$ cat src/logic/lss_regs.svh
// register map, bit positions and timing constants for line signaling status
`ifndef LSS_REGS_SVH
`define LSS_REGS_SVH

`define LSS_ADDR_SIG 8'h00
`define LSS_ADDR_SIGCLR 8'h04
`define LSS_ADDR_STAT 8'h08
`define LSS_ADDR_CLR 8'h0C
`define LSS_ADDR_EN 8'h10
`define LSS_ADDR_CFG 8'h14

`define LSS_B_HOOK 0
`define LSS_B_GNK 1
`define LSS_B_CID 2
`define LSS_B_CAD 3
`define LSS_B_IO2 4
`define LSS_B_THERMAL_ALARM 5
`define LSS_B_REGZ 6

`define LSS_SIG_RST 16'h0404
`define LSS_TYPEB 16'h0C0C
`define LSS_ZERO16 16'h0000
`define LSS_ONE16 16'h0001

`define LSS_CFG_OVP 0
`define LSS_CFG_RESP 1
`define LSS_CFG_RST 2'h0

`define LSS_CLK_MHZ 250
`define LSS_OC_NS 1000
`define LSS_OC_CYC 16'(((`LSS_OC_NS) * (`LSS_CLK_MHZ) + 999) / 1000)
`define LSS_RT_PERIODS 2'h2

`endif

$ cat src/logic/lss_pkg.sv
// types shared by the line signaling status block
package lss_pkg;

    typedef enum logic [2:0] {
        LSS_ST_DISCONNECT = 3'b000,
        LSS_ST_ACTIVE = 3'b001,
        LSS_ST_TIP_OPEN = 3'b010,
        LSS_ST_RING_OPEN = 3'b011,
        LSS_ST_BAL_RING = 3'b100,
        LSS_ST_UNBAL_RING = 3'b101,
        LSS_ST_IDLE = 3'b110,
        LSS_ST_SHUTDOWN = 3'b111
    } lss_sys_state_t;

    typedef struct packed {
        logic [11:0] long_current;
        logic [11:0] metallic_current;
        logic thermal_shutdown;
        logic cadence_off_phase;
        logic cadence_on_done;
        logic cid_ready;
        logic ring_period_tick;
        lss_sys_state_t sys_state;
    } lss_chan_sense_t;

    typedef struct packed {
        logic [11:0] ground_key_current_threshold;
        logic [15:0] ground_key_debounce_time;
        logic [11:0] switchhook_current_threshold;
        logic [15:0] switchhook_debounce_time;
        logic [11:0] ring_trip_current_threshold;
    } lss_chan_cfg_t;

endpackage

$ cat src/logic/lss_top.sv
// two-channel signaling status bank with interrupt logic
//
// Our own choices: the plain strobed port and the address map.
`timescale 1ns/100ps
`include "lss_regs.svh"

// Notes on behaviour
// - regulator z fault reads condition, resets 0
// - fault from enabled overvoltage or sustained overcurrent
// - response bit zero: switcher off, shutdown
// - thermal alarm mirrors driver thermal shutdown
// - thermal alarm held while in disconnect
// - gpio two status mirrors pin level
// - masked cadence bit shows timer phase
// - unmasked cadence bit flags on period end
// - caller id bit: 0 full, 1 ready
// - caller id interrupt only on becoming ready
// - ground key debounced against threshold
// - hook bit: 0 on hook, 1 off
// - loop states use switchhook threshold, debounce
// - ringing states need two ring periods
// - unmasked level bit change or event flag rise raises interrupt outputs
// - plain read and clearing read of status
// - event flags cleared by clearing read
module lss_top (
    // clock and reset
    input wire logic sys_clk,
    input wire logic rst,
    // register port
    input wire logic [7:0] reg_addr,
    input wire logic [15:0] reg_wdata,
    input wire logic reg_wr,
    input wire logic reg_rd,
    output logic [15:0] reg_rdata,
    // asynchronous pins
    input wire logic ovp_sense_z,
    input wire logic regulator_z_current_sense_input,
    input wire logic [1:0] gpio_two_pin,
    // per-channel sense and configuration
    input lss_pkg::lss_chan_sense_t chan_sense [2],
    input lss_pkg::lss_chan_cfg_t chan_cfg [2],
    // outputs
    output logic irq,
    output logic irq_n,
    output logic switcher_z_off,
    output logic force_shutdown
);

    logic [3:0] pin_s1_q;
    logic [3:0] pin_s2_q;
    logic [15:0] oc_cnt_q;
    logic regz_q;
    logic regz_d;
    logic [1:0] cfg_q;
    logic [15:0] en_q;
    logic [15:0] stat_q;
    logic [15:0] stat_d;
    logic [15:0] sig_q;
    logic [15:0] sig_d;
    logic [15:0] chg;
    logic [15:0] rdata_q;
    logic irq_q;
    logic irq_n_q;
    logic sw_off_q;
    logic shut_q;
    logic clr_rd;
    logic [7:0] sig_ch [2];

    // two-stage synchronisers for pin inputs
    always_ff @(posedge sys_clk) begin
        if (rst) begin
            pin_s1_q <= 4'h0;
            pin_s2_q <= 4'h0;
        end else begin
            pin_s1_q <= {gpio_two_pin, regulator_z_current_sense_input,
                ovp_sense_z};
            pin_s2_q <= pin_s1_q;
        end
    end

    // reading the clearing address also drops status and event flags
    assign clr_rd = reg_rd && (reg_addr == `LSS_ADDR_SIGCLR);

    // overcurrent must persist before it counts as a fault
    always_ff @(posedge sys_clk) begin
        if (rst) begin
            oc_cnt_q <= `LSS_ZERO16;
        end else if (!pin_s2_q[1]) begin
            oc_cnt_q <= `LSS_ZERO16;
        end else if (oc_cnt_q < `LSS_OC_CYC) begin
            oc_cnt_q <= oc_cnt_q + `LSS_ONE16;
        end
    end

    assign regz_d = (cfg_q[`LSS_CFG_OVP] && pin_s2_q[0])
        || (oc_cnt_q >= `LSS_OC_CYC);

    always_ff @(posedge sys_clk) begin
        if (rst) begin
            regz_q <= 1'b0;
        end else begin
            regz_q <= regz_d;
        end
    end

    // automatic switcher shutdown, released by setting the response bit
    always_ff @(posedge sys_clk) begin
        if (rst) begin
            sw_off_q <= 1'b0;
            shut_q <= 1'b0;
        end else if (regz_d && !cfg_q[`LSS_CFG_RESP]) begin
            sw_off_q <= 1'b1;
            shut_q <= 1'b1;
        end else if (cfg_q[`LSS_CFG_RESP]) begin
            sw_off_q <= 1'b0;
            shut_q <= 1'b0;
        end
    end

    // per-channel status bits
    genvar ch;
    generate
        for (ch = 0; ch < 2; ch = ch + 1) begin : g_ch
            logic thermal_alarm_q;
            logic cad_flag_q;
            logic cid_flag_q;
            logic cid_prev_q;
            logic gnk_q;
            logic [15:0] gnk_cnt_q;
            logic hook_q;
            logic [15:0] hook_cnt_q;
            logic [1:0] ring_cnt_q;
            logic gk_cond;
            logic sh_cond;
            logic rt_cond;
            logic loop_st;
            logic ring_st;
            logic cad_en;
            logic cid_en;
            lss_pkg::lss_chan_sense_t s;
            lss_pkg::lss_chan_cfg_t c;

            assign s = chan_sense[ch];
            assign c = chan_cfg[ch];
            assign cad_en = en_q[ch * 8 + `LSS_B_CAD];
            assign cid_en = en_q[ch * 8 + `LSS_B_CID];
            assign gk_cond = s.long_current > c.ground_key_current_threshold;
            assign sh_cond =
                s.metallic_current > c.switchhook_current_threshold;
            assign rt_cond =
                s.metallic_current > c.ring_trip_current_threshold;
            assign loop_st = (s.sys_state == lss_pkg::LSS_ST_ACTIVE)
                || (s.sys_state == lss_pkg::LSS_ST_TIP_OPEN)
                || (s.sys_state == lss_pkg::LSS_ST_RING_OPEN);
            assign ring_st = (s.sys_state == lss_pkg::LSS_ST_BAL_RING)
                || (s.sys_state == lss_pkg::LSS_ST_UNBAL_RING);

            always_ff @(posedge sys_clk) begin
                if (rst) begin
                    thermal_alarm_q <= 1'b0;
                end else if (s.sys_state != lss_pkg::LSS_ST_DISCONNECT) begin
                    thermal_alarm_q <= s.thermal_shutdown;
                end
            end

            // cadence event flag, set wins over the clearing read
            always_ff @(posedge sys_clk) begin
                if (rst) begin
                    cad_flag_q <= 1'b0;
                end else if (s.cadence_on_done) begin
                    cad_flag_q <= 1'b1;
                end else if (clr_rd || !cad_en) begin
                    cad_flag_q <= 1'b0;
                end
            end

            // caller id flag set on entering ready
            always_ff @(posedge sys_clk) begin
                if (rst) begin
                    cid_prev_q <= 1'b1;
                    cid_flag_q <= 1'b1;
                end else begin
                    cid_prev_q <= s.cid_ready;
                    if (!cid_en) begin
                        cid_flag_q <= s.cid_ready;
                    end else if (s.cid_ready && !cid_prev_q) begin
                        cid_flag_q <= 1'b1;
                    end else if (clr_rd) begin
                        cid_flag_q <= 1'b0;
                    end
                end
            end

            // ground key debounce
            always_ff @(posedge sys_clk) begin
                if (rst) begin
                    gnk_q <= 1'b0;
                    gnk_cnt_q <= `LSS_ZERO16;
                end else if (gk_cond == gnk_q) begin
                    gnk_cnt_q <= `LSS_ZERO16;
                end else if (gnk_cnt_q >= c.ground_key_debounce_time) begin
                    gnk_q <= gk_cond;
                    gnk_cnt_q <= `LSS_ZERO16;
                end else begin
                    gnk_cnt_q <= gnk_cnt_q + `LSS_ONE16;
                end
            end

            // hook detection depends on the system state
            always_ff @(posedge sys_clk) begin
                if (rst) begin
                    hook_q <= 1'b0;
                    hook_cnt_q <= `LSS_ZERO16;
                    ring_cnt_q <= 2'h0;
                end else if (loop_st) begin
                    ring_cnt_q <= 2'h0;
                    if (sh_cond == hook_q) begin
                        hook_cnt_q <= `LSS_ZERO16;
                    end else if (hook_cnt_q >= c.switchhook_debounce_time) begin
                        hook_q <= sh_cond;
                        hook_cnt_q <= `LSS_ZERO16;
                    end else begin
                        hook_cnt_q <= hook_cnt_q + `LSS_ONE16;
                    end
                end else if (ring_st) begin
                    hook_cnt_q <= `LSS_ZERO16;
                    if (rt_cond == hook_q) begin
                        ring_cnt_q <= 2'h0;
                    end else if (s.ring_period_tick) begin
                        if (ring_cnt_q + 2'h1 >= `LSS_RT_PERIODS) begin
                            hook_q <= rt_cond;
                            ring_cnt_q <= 2'h0;
                        end else begin
                            ring_cnt_q <= ring_cnt_q + 2'h1;
                        end
                    end
                end else begin
                    hook_cnt_q <= `LSS_ZERO16;
                    ring_cnt_q <= 2'h0;
                end
            end

            always_comb begin
                sig_ch[ch] = 8'h00;
                sig_ch[ch][`LSS_B_HOOK] = hook_q;
                sig_ch[ch][`LSS_B_GNK] = gnk_q;
                sig_ch[ch][`LSS_B_CID] = cid_flag_q;
                sig_ch[ch][`LSS_B_CAD] = cad_en ? cad_flag_q
                    : s.cadence_off_phase;
                sig_ch[ch][`LSS_B_IO2] = pin_s2_q[2 + ch];
                sig_ch[ch][`LSS_B_THERMAL_ALARM] = thermal_alarm_q;
                sig_ch[ch][`LSS_B_REGZ] = (ch == 1) ? regz_q : 1'b0;
            end
        end
    endgenerate

    assign sig_d = {sig_ch[1], sig_ch[0]};
    // event flags interrupt on rising only, others on any change
    assign chg = ((sig_d ^ sig_q) & ~`LSS_TYPEB)
        | (sig_d & ~sig_q & `LSS_TYPEB);

    // reset value shows both caller id buffers ready, so no false edge
    always_ff @(posedge sys_clk) begin
        if (rst) begin
            sig_q <= `LSS_SIG_RST;
        end else begin
            sig_q <= sig_d;
        end
    end

    // sticky status: a new event wins over a clear in the same cycle
    always_comb begin
        stat_d = stat_q;
        if (clr_rd) begin
            stat_d = `LSS_ZERO16;
        end else if (reg_wr && (reg_addr == `LSS_ADDR_CLR)) begin
            stat_d = stat_q & ~reg_wdata;
        end
        stat_d = stat_d | (chg & en_q);
    end

    always_ff @(posedge sys_clk) begin
        if (rst) begin
            stat_q <= `LSS_ZERO16;
        end else begin
            stat_q <= stat_d;
        end
    end

    // irq follows next status so it drops at the clearing read itself
    always_ff @(posedge sys_clk) begin
        if (rst) begin
            irq_q <= 1'b0;
            irq_n_q <= 1'b1;
        end else begin
            irq_q <= |(stat_d & en_q);
            irq_n_q <= ~(|(stat_d & en_q));
        end
    end

    // writable registers
    always_ff @(posedge sys_clk) begin
        if (rst) begin
            en_q <= `LSS_ZERO16;
            cfg_q <= `LSS_CFG_RST;
        end else if (reg_wr) begin
            if (reg_addr == `LSS_ADDR_EN) begin
                en_q <= reg_wdata;
            end else if (reg_addr == `LSS_ADDR_CFG) begin
                cfg_q <= reg_wdata[1:0];
            end
        end
    end

    // read data stands only in the cycle after the strobe
    always_ff @(posedge sys_clk) begin
        if (rst) begin
            rdata_q <= `LSS_ZERO16;
        end else if (!reg_rd) begin
            rdata_q <= `LSS_ZERO16;
        end else if (reg_addr == `LSS_ADDR_SIG) begin
            rdata_q <= sig_q;
        end else if (reg_addr == `LSS_ADDR_SIGCLR) begin
            rdata_q <= sig_q;
        end else if (reg_addr == `LSS_ADDR_STAT) begin
            rdata_q <= stat_q;
        end else if (reg_addr == `LSS_ADDR_EN) begin
            rdata_q <= en_q;
        end else if (reg_addr == `LSS_ADDR_CFG) begin
            rdata_q <= {14'h0000, cfg_q};
        end else begin
            rdata_q <= `LSS_ZERO16;
        end
    end

    assign reg_rdata = rdata_q;
    assign irq = irq_q;
    assign irq_n = irq_n_q;
    assign switcher_z_off = sw_off_q;
    assign force_shutdown = shut_q;

endmodule

$ cat config.mk
export PLATFORM = sky130hd
export DESIGN_NAME = lss_top
export DESIGN_NICKNAME = d
export VERILOG_FILES = /design/src/logic/lss_pkg.sv /design/src/logic/lss_top.sv
export VERILOG_INCLUDE_DIRS = /design/src /design/src/logic
export SDC_FILE = /design/constraint.sdc
export NUM_CORES = 1
export LEC_CHECK = 0
export ABC_AREA = 1
export BUFFER_PORTS_ARGS = -buffer_cell sky130_fd_sc_hd__buf_2
export CAP_MARGIN = 5
export CORE_MARGIN = 8
export CORE_UTILIZATION = 45
export CTS_CLUSTER_DIAMETER = 50
export DETAILED_ROUTE_END_ITERATION = 8
export PLACE_DENSITY = 0.69
export SYNTH_ARGS = -nofsm -noshare
export SYNTH_HDL_FRONTEND = slang
export SYNTH_SLANG_ARGS = --single-unit
export TNS_END_PERCENT = 30
$ cat constraint.sdc
create_clock -name sys_clk -period 2.8 [get_ports sys_clk]
set_input_delay 0.14 -clock sys_clk [delete_from_list [all_inputs] [get_ports sys_clk]]
set_output_delay 0.14 -clock sys_clk [all_outputs]
set_load 0.03 [all_outputs]
After elaboration in Yosys (flattened, before gate mapping). Cells that the tools add are included.

Register bits after elaboration: 171. Input bits: 232. Output and inout bits: 20. Logic and storage cells: 182.

Add/sub/neg operators: 7. Order comparisons: 14. Eq/ne operators: 29. Muxes and demuxes: 36. Bitwise logic cells: 19. Reductions and logical operators: 47.

Operator list (number): 16-bit two-way mux (6); 16-bit by 1-bit adder with 16-bit output (second input constant) (5); 12-bit > comparator (6); 16-bit >= comparator (4); 16-bit AND (3); 1-bit two-way mux (27); 2-bit nonzero test (9); 8-bit by 4-bit equality test with 1-bit output (second input constant) (2); 8-bit by 5-bit equality test with 1-bit output (second input constant) (2); 16-bit by 8-bit >= comparator with 1-bit output (second input constant) (1); 16-bit by 8-bit less-than comparator with 1-bit output (second input constant) (1); 16-bit NOT (1); 16-bit by 12-bit bitwise OR with 16-bit output (1); 16-bit bitwise OR (1); 16-bit OR reduction (1); 4-bit OR reduction (4); 15-bit bitwise XOR (1); 12-bit AND (1); 3-bit by 2-bit equality test with 1-bit output (second input constant) (4); 3-bit equality test (second input constant) (4); 12-bit NOT (1); 6-bit AND reduction (2); 1-bit NOT (10); 1-bit logical OR (9); 17 further kinds (46).

Longest topological paths before layout. Gate-level depths: netlist (run 1).

Word-level depth: 8. Mapped depth: 17. Mapped depth without buffers: 17.

Worst setup path before layout (run 1). No wires, ideal clock.

Path kind: reg2reg. Start: register g_ch[0].hook_cnt_q[9]. End: register g_ch[0].hook_cnt_q[7]. Setup time: 0.078 ns. Data arrival time: 1.644 ns. Required time: 2.722 ns. Path slack: 1.078 ns. Cell stages (with the launch flop): 11. Path buffers: 1. Period minus slack after synthesis: 1.722 ns. Path through: dfxtp_1 -> ha_1 -> nand2_1 -> inv_1 -> o21ai_0 -> a21oi_1 -> nor2_1 -> nand4_1 -> nand3b_2 -> buf_6 -> nor3_1.

Cells in the longest elaborated chain, start to end: 2.

RTL lines: start: declaration (RTL line lss_top.sv:131) `logic [15:0] hook_cnt_q;`; start signal: assignment (RTL line lss_top.sv:213) `` hook_cnt_q <= `LSS_ZERO16; ``; start signal: assignment (RTL line lss_top.sv:218) `` hook_cnt_q <= `LSS_ZERO16; ``; start signal: assignment (RTL line lss_top.sv:221) `` hook_cnt_q <= `LSS_ZERO16; ``; 16-bit >= comparator (RTL line lss_top.sv:219) `end else if (hook_cnt_q >= c.switchhook_debounce_time) begin`; 4-bit OR reduction (no line).

Every way passes these cells. A chain may end at the register's enable or synchronous reset.

Worst setup path after layout (run 1).
Start: register g_ch[0].hook_cnt_q[9]. End: register g_ch[0].hook_cnt_q[4].

Same word-level chain as after synthesis.

==> flow_summary.ini, run 1 <==
[setup_path]
crit_type = register to register
regToRegEndpoint = g_ch[0].hook_cnt_q[4]
cp-end-kind = register
max_stage_delay_ns = 0.53
startpoint = g_ch[0].hook_cnt_q[9]
crit_end = g_ch[0].hook_cnt_q[4]
reg2regPathDepth = 9
worstPathArrival_ns = 2.63
path_max_fanout = 16
worstReg2RegStart = g_ch[0].hook_cnt_q[9]
rrSetupSlack_ns = 0.51
crit_chain = ha_1 -> nand2_1 -> inv_1 -> o21ai_0 -> a21oi_1 -> nor2_1 -> nand4_1 -> nand3b_2 -> nor3b_1
cp.required_ns = 3.13
slowest_stage = nand3b_2
cp-start-kind = register

[cells_and_area]
finalNetCount = 2152
drive_gt1_share_pct = 19.2
fin_util_pct = 55.9
final_cell_mix = inv_1, buf_2, nand2_1, nor2_1, dfxtp_1
area_growth_pct = 21.5
final_common_cell = inv_1

[grt]
grt_pass1_vias = 9891
grt_start_max_net_pins = 37
antenna_found_initial = 4
overflow = 0
grtUsageTotal_pct = 18.5
grt_first_pass_wirelength_um = 44700

[route]
routed_via_density = 4.77
dr.first_iter.drc_count = 410
wl_um = 27300
drc = 0
avgRoutedWirePerCell_um = 12.9
dr.pass1.iters = 5
final_antenna_net_count = 0
vias = 10050

[job]
drv_cap = 0

[placed_design]
numPortBuffers = 251
dp_hpwl_um = 21900
gp_congestion = 0.907
preCtsSetupSlack_ns = 0.558

[clock_tree]
cts_buffer_depth = 2
htreeDepth = 4
holdBufCountCts = 19
cts_buffers = 17
cts_tree = done
clock_latency_ns = 0.42
cts_num_sinks = 171
root_buffer = clkbuf_16
path_clk_slew_ns = 0.06
cts_setup_buffers = 0
cts_resized = 0

[floorplan]
fp.dieH_um = 171
core_um2 = 23500
ios = 252
dieArea_um2 = 29300
start_util_pct = 46.0
die_x_um = 171
rows = 56

[logic_synthesis]
syn_area_per_cell_um2 = 7.19
syn_inst = 1505
synth-edff-count = 0
netlist-cell-type-count = 49
syn_nets = 1881
ys_seq_area_share_pct = 31.6
syn_area_um2 = 10800
ys.flop_type = dfxtp_1
ys_ff_latch = 171
synthArstFlopShare_pct = 0
yosysWarnings = 0

[power_and_ir_drop]
fin_total_pwr_uw = 5550
max-vdd-ir-drop_mv = 0.336
p_per_area_nw_per_um2 = 422
p_leak_uw = 0.00678

[timing]
finClkSkew_ns = 0.0134
layout_min_cycle_time_ns = 2.29
setup_viol = 0
setup_slack_ns = 0.509
setup_tns_ns = 0
max_clock_freq_ghz = 0.436
finalCritPeriodShare_pct = 81.8
hold_violations = 0
tightest_slew_ns = 0.557
rsz0062_at_grt = no
slew_headroom_pct = 62.7
drv_slew = 0

[run_status]
outcome = completed

[min_path]
hp-class = input pin to register
-- cells by family (layout without fill, tap and decap cells) --
logic type               Yosys count  count (layout)  synth area share, %
flip-flops                       171             171                 31.6
AND/OR/NAND/NOR                  590             590                 25.0
other                              0               2                    0
XOR/XNOR                          40              40                 3.24
buffers and inverters            333             615                 12.1
adder cells (fa/ha/maj)          144             144                 16.6
AO/OA/AOI/OAI                    227             227                 11.4
-- cell usage after synthesis (all sizes together), types with 3 or more instances --
cell type	n	area (µm²)
inv	312	1180
nand2	257	997
nor2	187	767
dfxtp	171	3420
ha	144	1800
a21oi	115	576
o21ai	73	369
nand3	72	458
nand4	26	169
xor2	24	210
nor3	22	120
xnor2	16	140
buf	11	92.6
clkbuf	10	37.5
nor3b	9	72.6
o211ai	9	67.6
or2	8	50.1
o21a	7	52.6
a211oi	6	45.0
a31oi	6	37.5
and3	3	18.8
nor4	3	33.8
o21bai	3	22.5
-- sequential cells by signal (all words and copies together) (netlist names) --
signal	flops
g_ch.gnk_cnt_q	32
g_ch.hook_cnt_q	32
en_q	16
oc_cnt_q	16
reg_rdata	16
stat_q	16
sig_q	13
g_ch.ring_cnt_q	4
pin_s1_q	4
pin_s2_q	4
cfg_q	2
g_ch.cad_flag_q	2
g_ch.cid_flag_q	2
g_ch.cid_prev_q	2
g_ch.gnk_q	2
g_ch.hook_q	2
g_ch.thermal_alarm_q	2
force_shutdown	1
irq	1
irq_n	1
regz_q	1
-- worst min path at each step --
stage,from,to,cells after the start
after detailed placement,chan_sense[36],g_ch[0].cid_prev_q,2
after floorplan,chan_sense[35],g_ch[0].ring_cnt_q[1],1
after global routing,reg_wdata[10],en_q[10],3
after global placement,chan_sense[36],g_ch[0].cid_prev_q,2
final,reg_wdata[8],stat_q[8],4
after CTS,reg_wdata[10],en_q[10],3
-- worst max-delay path, delay by kind of cell, from the launching register on --
kind | cells | cell delay [ns]
AOI/OAI and AO/OA | 2 | 0.22
adders and majority gates | 1 | 0.28
buffers and inverters | 1 | 0.04
DFF | 1 | 0.42
and+or+nand+nor | 5 | 1.25
-- cell type report --
type	instances	area [µm²]
fill	2294	10400
multi-input combinational	1001	6100
inverter	312	1180
sequential	171	3420
timing repair buffer	273	1470
clock buffer	19	443
tap	319	399
antenna	2	5.00
clock inverter	11	146
-- metal layers --
layer	vias to the layer above	part of all wire (%)	GRT usage, %
met5	-	0.062	0
met2	209	47	32.2
met1	4457	46	22.7
met4	4	1.6	5.33
met3	34	5.1	3.62
li1	5346	-	-
-- report_power, final --
part	switching, µW	internal, µW
sequential	16.6	2460
combinational	375	316
clock	964	1420
total	1360	4190
-- metrics by stage --
step,instance area (µm²),cells,hold slack [ns]
after global placement,12400,2057,0.344
after detailed placement,12400,2057,0.348
after CTS,13200,2106,0.00733
final,13200,2108,0.0218
after global routing,13200,2108,0.0186
after floorplan,10800,1505,0.217
(Power assumes the default switching activity.)
==> run 2: changes to the inputs <==
Clock period 2.8 ns to 2.35 ns, I/O delays scaled along.
==> flow_summary.ini, run 2 (same netlist as run 1, synthesis figures left out) <==
[clock_tree]
htreeDepth = 4
clock_latency_ns = 0.43
path_clk_slew_ns = 0.07
cts_setup_buffers = 0
cts_tree = done
root_buffer = clkbuf_16
cts_num_sinks = 171
cts_buffer_depth = 2
cts_buffers = 17

[min_path]
whs_path_depth = 3
worstHoldEndpoint = en_q[4]
hp-class = input pin to register
min_from = reg_wdata[4]

[setup_path]
worstReg2RegStart = g_ch[1].hook_cnt_q[9]
crit_type = register to register
rrSetupSlack_ns = 0.28
path_max_fanout = 16
cp.required_ns = 2.68
regToRegEndpoint = g_ch[1].hook_cnt_q[11]
cp-end-kind = register
cp-start-kind = register
worstPathArrival_ns = 2.41
reg2regPathDepth = 8

[timing]
slew_headroom_pct = 64.0
rsz0062_at_grt = no
finalCritPeriodShare_pct = 88.3
layout_min_cycle_time_ns = 2.07
tightest_slew_ns = 0.538
setup_tns_ns = 0
setup_viol = 0
hold_violations = 0
drv_slew = 0
finClkSkew_ns = 0.0241
max_clock_freq_ghz = 0.482

[cells_and_area]
seq_area_um2 = 3420
drive_gt1_share_pct = 19.1
final_common_cell = inv_1
fill_cells = 2304
fin_cells = 2115
area_growth_pct = 22.4
multi_input_area_um2 = 6110
finalNetCount = 2160
final_cell_mix = inv_1, buf_2, nand2_1, nor2_1, dfxtp_1
reg_top3 = g_ch.gnk_cnt_q: 32 flops, g_ch.hook_cnt_q: 32 flops

[route]
final_antenna_net_count = 0
wl_um = 27200
dr.first_iter.drc_count = 475
avgRoutedWirePerCell_um = 12.8
dr.pass1.iters = 5
routed_via_density = 4.72
vias = 9987
drc = 0

[floorplan]
die_x_um = 171
fp.dieH_um = 171
start_util_pct = 46.0
core_um2 = 23500
dieArea_um2 = 29300
ios = 252
rows = 56

[power_and_ir_drop]
p_per_area_nw_per_um2 = 503
max-vdd-ir-drop_mv = 0.462
p_leak_uw = 0.00682

[placed_design]
dp_hpwl_um = 21800
gp_congestion = 0.871
dp_cells = 2057
numPortBuffers = 251

[run_status]
outcome = completed

[grt]
grtUsageTotal_pct = 18.5
antenna_found_initial = 3
grt_first_pass_wirelength_um = 44500
grt_start_max_net_pins = 45
grt_pass1_vias = 9706
overflow = 0

[job]
drv_cap = 0
==> run 2: cell count changes in the layout (fill, tap and decap cells not counted), sizes merged <==
cell / before / now
clkbuf: 19 / 20
dlygate4sd3: 19 / 27
diode: 2 / 1
clkinv: 5 / 2
clkinvlp: 2 / 3
inv: 313 / 314
==> run 2: metal layers <==
layer	share of wire (%)	GRT usage [%]	up-vias
met5	0.085	0	-
met4	1.0	4.69	4
met3	5.5	3.43	22
met2	48	32.3	217
met1	46	23.1	4383
li1	-	-	5361
==> run 2: repair_timing <==
item	CTS	global route
hold buffers	27	0
endpoints found under the setup margin	0	9
hold endpoints to repair	38	0
gates resized for setup	0	1
==> run 2: power by group <==
| part | switching, µW | total (µW) | internal, µW |
|---|---|---|---|
| clock network | 1160 | 2880 | 1720 |
| registers | 19.5 | 2950 | 2930 |
| logic | 449 | 835 | 387 |
| total | 1630 | 6660 | 5040 |
==> run 2: worst max-delay path by stage <==
stage / slack, ns / cells after the start / start / to
final: 0.28 / 8 / g_ch[1].hook_cnt_q[9] / g_ch[1].hook_cnt_q[11]
after global routing: 0.04 / 8 / g_ch[1].hook_cnt_q[9] / g_ch[1].hook_cnt_q[11]
after CTS: 0.09 / 9 / g_ch[0].hook_cnt_q[9] / g_ch[0].hook_cnt_q[3]
after floorplan: 0.63 / 10 / g_ch[0].hook_cnt_q[9] / g_ch[0].hook_cnt_q[7]
after detailed placement: 0.11 / 9 / g_ch[0].hook_cnt_q[9] / g_ch[0].hook_cnt_q[3]
after global placement: 0.17 / 9 / g_ch[0].hook_cnt_q[9] / g_ch[0].hook_cnt_q[4]
==> run 2: metrics by stage <==
stage / hold slack [ns] / worst slack [ns] / area, µm² / total power [µW] / utilization [%]
6_report: 0.0175 / 0.276 / 13300 / 6660 / 56.3
2_1_floorplan: 0.194 / 0.628 / 10800 / 3480 / -
3_3_place_gp: 0.321 / 0.170 / 12400 / 3790 / 52.6
4_1_cts: 0.00744 / 0.0892 / 13200 / 6740 / 56.2
3_5_place_dp: 0.326 / 0.109 / 12400 / 3810 / 52.6
5_1_grt: 0.0190 / 0.0397 / 13300 / 7000 / 56.3
==> run 2: critical path: stages (launching register included) <==
cell and delay [ns]:
dfxtp_1 0.42, ha_1 0.28, a21oi_1 0.16, o21ai_0 0.10, a21oi_1 0.16, nand3_1 0.14
nor2_1 0.13, nand3_2 0.28, nor3b_1 0.31
==> run 2: area by class of cell <==
class | instances | area share, %
antenna | 1 | 0.0189
clock buffer | 20 | 3.45
clock inverter | 10 | 1.06
inverter | 312 | 8.87
multi-input combinational | 1001 | 46.1
sequential | 171 | 25.8
tap | 319 | 3.01
timing repair buffer | 281 | 11.7
==> run 3: changes to the inputs <==
Settings changed: CORE_ASPECT_RATIO set to 0.5.
==> flow_summary.ini, run 3 (same netlist as run 1, synthesis figures left out) <==
[grt]
grtUsageTotal_pct = 17.8
grt_first_pass_wirelength_um = 44500
antenna_found_initial = 2
grt_pass1_vias = 9693
grt_start_max_net_pins = 46
overflow = 0

[timing]
slew_headroom_pct = 64.2
rsz0062_at_grt = no
setup_viol = 0
hold_violations = 0
layout_min_cycle_time_ns = 2.02
setup_slack_ns = 0.332
max_clock_freq_ghz = 0.496
setup_tns_ns = 0
finClkSkew_ns = 0.00781
tightest_slew_ns = 0.537
drv_slew = 0
finalCritPeriodShare_pct = 85.9

[floorplan]
die_x_um = 235
start_util_pct = 45.4
dieArea_um2 = 29600
fp.dieH_um = 126
rows = 40
core_um2 = 23800
ios = 252

[cells_and_area]
fin_area_um2 = 13200
area_growth_pct = 22.2
reg_top3 = g_ch.gnk_cnt_q: 32 flops, g_ch.hook_cnt_q: 32 flops
final_cell_mix = inv_1, buf_2, nand2_1, nor2_1, dfxtp_1
finalNetCount = 2161
fin_cells = 2114
drive_gt1_share_pct = 19.1
final_common_cell = inv_1

[power_and_ir_drop]
p_leak_uw = 0.00682
max-vdd-ir-drop_mv = 0.357
p_per_area_nw_per_um2 = 493

[placed_design]
gp_congestion = 0.871
preCtsSetupSlack_ns = 0.245
placed_cell_area_um2 = 12400
dp_hpwl_um = 21600
dp_cells = 2053
numPortBuffers = 251

[route]
drc = 0
final_antenna_net_count = 0
routed_via_density = 4.68
dr.pass1.iters = 5
dr.first_iter.drc_count = 382
avgRoutedWirePerCell_um = 12.5
vias = 9883
wl_um = 26500

[clock_tree]
cts_tree = done
htreeDepth = 4
cts_buffer_depth = 2
root_buffer = clkbuf_16
cts_num_sinks = 171
path_clk_slew_ns = 0.06
clock_latency_ns = 0.42
cts_buffers = 17

[setup_path]
worstPathArrival_ns = 2.36
cp_common_cell = a21oi_1
crit_chain = ha_1 -> a21oi_1 -> o21ai_0 -> a21oi_1 -> nand3_1 -> nor2_1 -> nand3_2 -> nor3b_1
max_stage_delay_ns = 0.44
cp-start-kind = register
slowest_stage = dfxtp_1
crit_type = register to register
cp-end-kind = register
cp.required_ns = 2.69
path_max_fanout = 16

[job]
drv_cap = 0

[min_path]
hp-class = input pin to register

[run_status]
outcome = completed
## run 3: area by class of cell
class	count	area, µm²
fillers	2323	10600
inverters	312	1180
diodes	2	5.00
clock inverters	11	121
repair buffers	282	1560
clock buffers	20	447
flip-flops and latches	171	3420
multi-input cells	1001	6110
well taps	315	394
## run 3: layer usage
metal	share of wire [%]	vias to the layer above	global-route usage, %	wire [µm]
met4	1.7	0	5.97	454
met1	44	4352	20.7	11700
li1	-	5359	-	-
met2	51	147	32.9	13400
met3	3.3	25	2.81	862
met5	0	-	0	0
## run 3: repair_timing
item / 4_1_cts / 5_1_grt
setup endpoints to repair: 0 / 1
hold buffers: 28 / 0
gates resized for setup: 0 / 1
endpoints found under the hold margin: 34 / 0
buffers inserted: 0 / 0
## run 3: worst max-delay path: cells and delay by family (launching register included)
family / cells / cell delay (ns)
flops: 1 / 0.44
fa+ha+maj: 1 / 0.29
simple gates: 4 / 0.83
compound gates: 3 / 0.38
## run 3: final timing paths
check	startpoint	to	slack [ns]	cells after the start
min reg2reg	pin_s1_q[2]	pin_s2_q[2]	0.40	2
max	g_ch[1].hook_cnt_q[9]	g_ch[1].hook_cnt_q[11]	0.33	8
min	reg_wdata[0]	cfg_q[0]	0.03	3
max reg2reg	g_ch[1].hook_cnt_q[9]	g_ch[1].hook_cnt_q[11]	0.33	8
## run 3: per-stage QoR
stage	util [%]	power, µW	hold slack, ns
after global routing	55.5	6860	0.0192
final	55.5	6520	0.0302
after global placement	51.9	3800	0.317
after detailed placement	51.9	3810	0.318
after CTS	55.5	6610	0.00241
after floorplan	-	3480	0.194
## run 3: report_power, final
part | switching, µW | internal, µW | total (µW) | leakage (µW)
Combinational | 444 | 386 | 830 | 0.00516
Clock | 1150 | 1590 | 2740 | 0.000276
Sequential | 20.6 | 2930 | 2950 | 0.00138
Total | 1620 | 4900 | 6520 | 0.00682
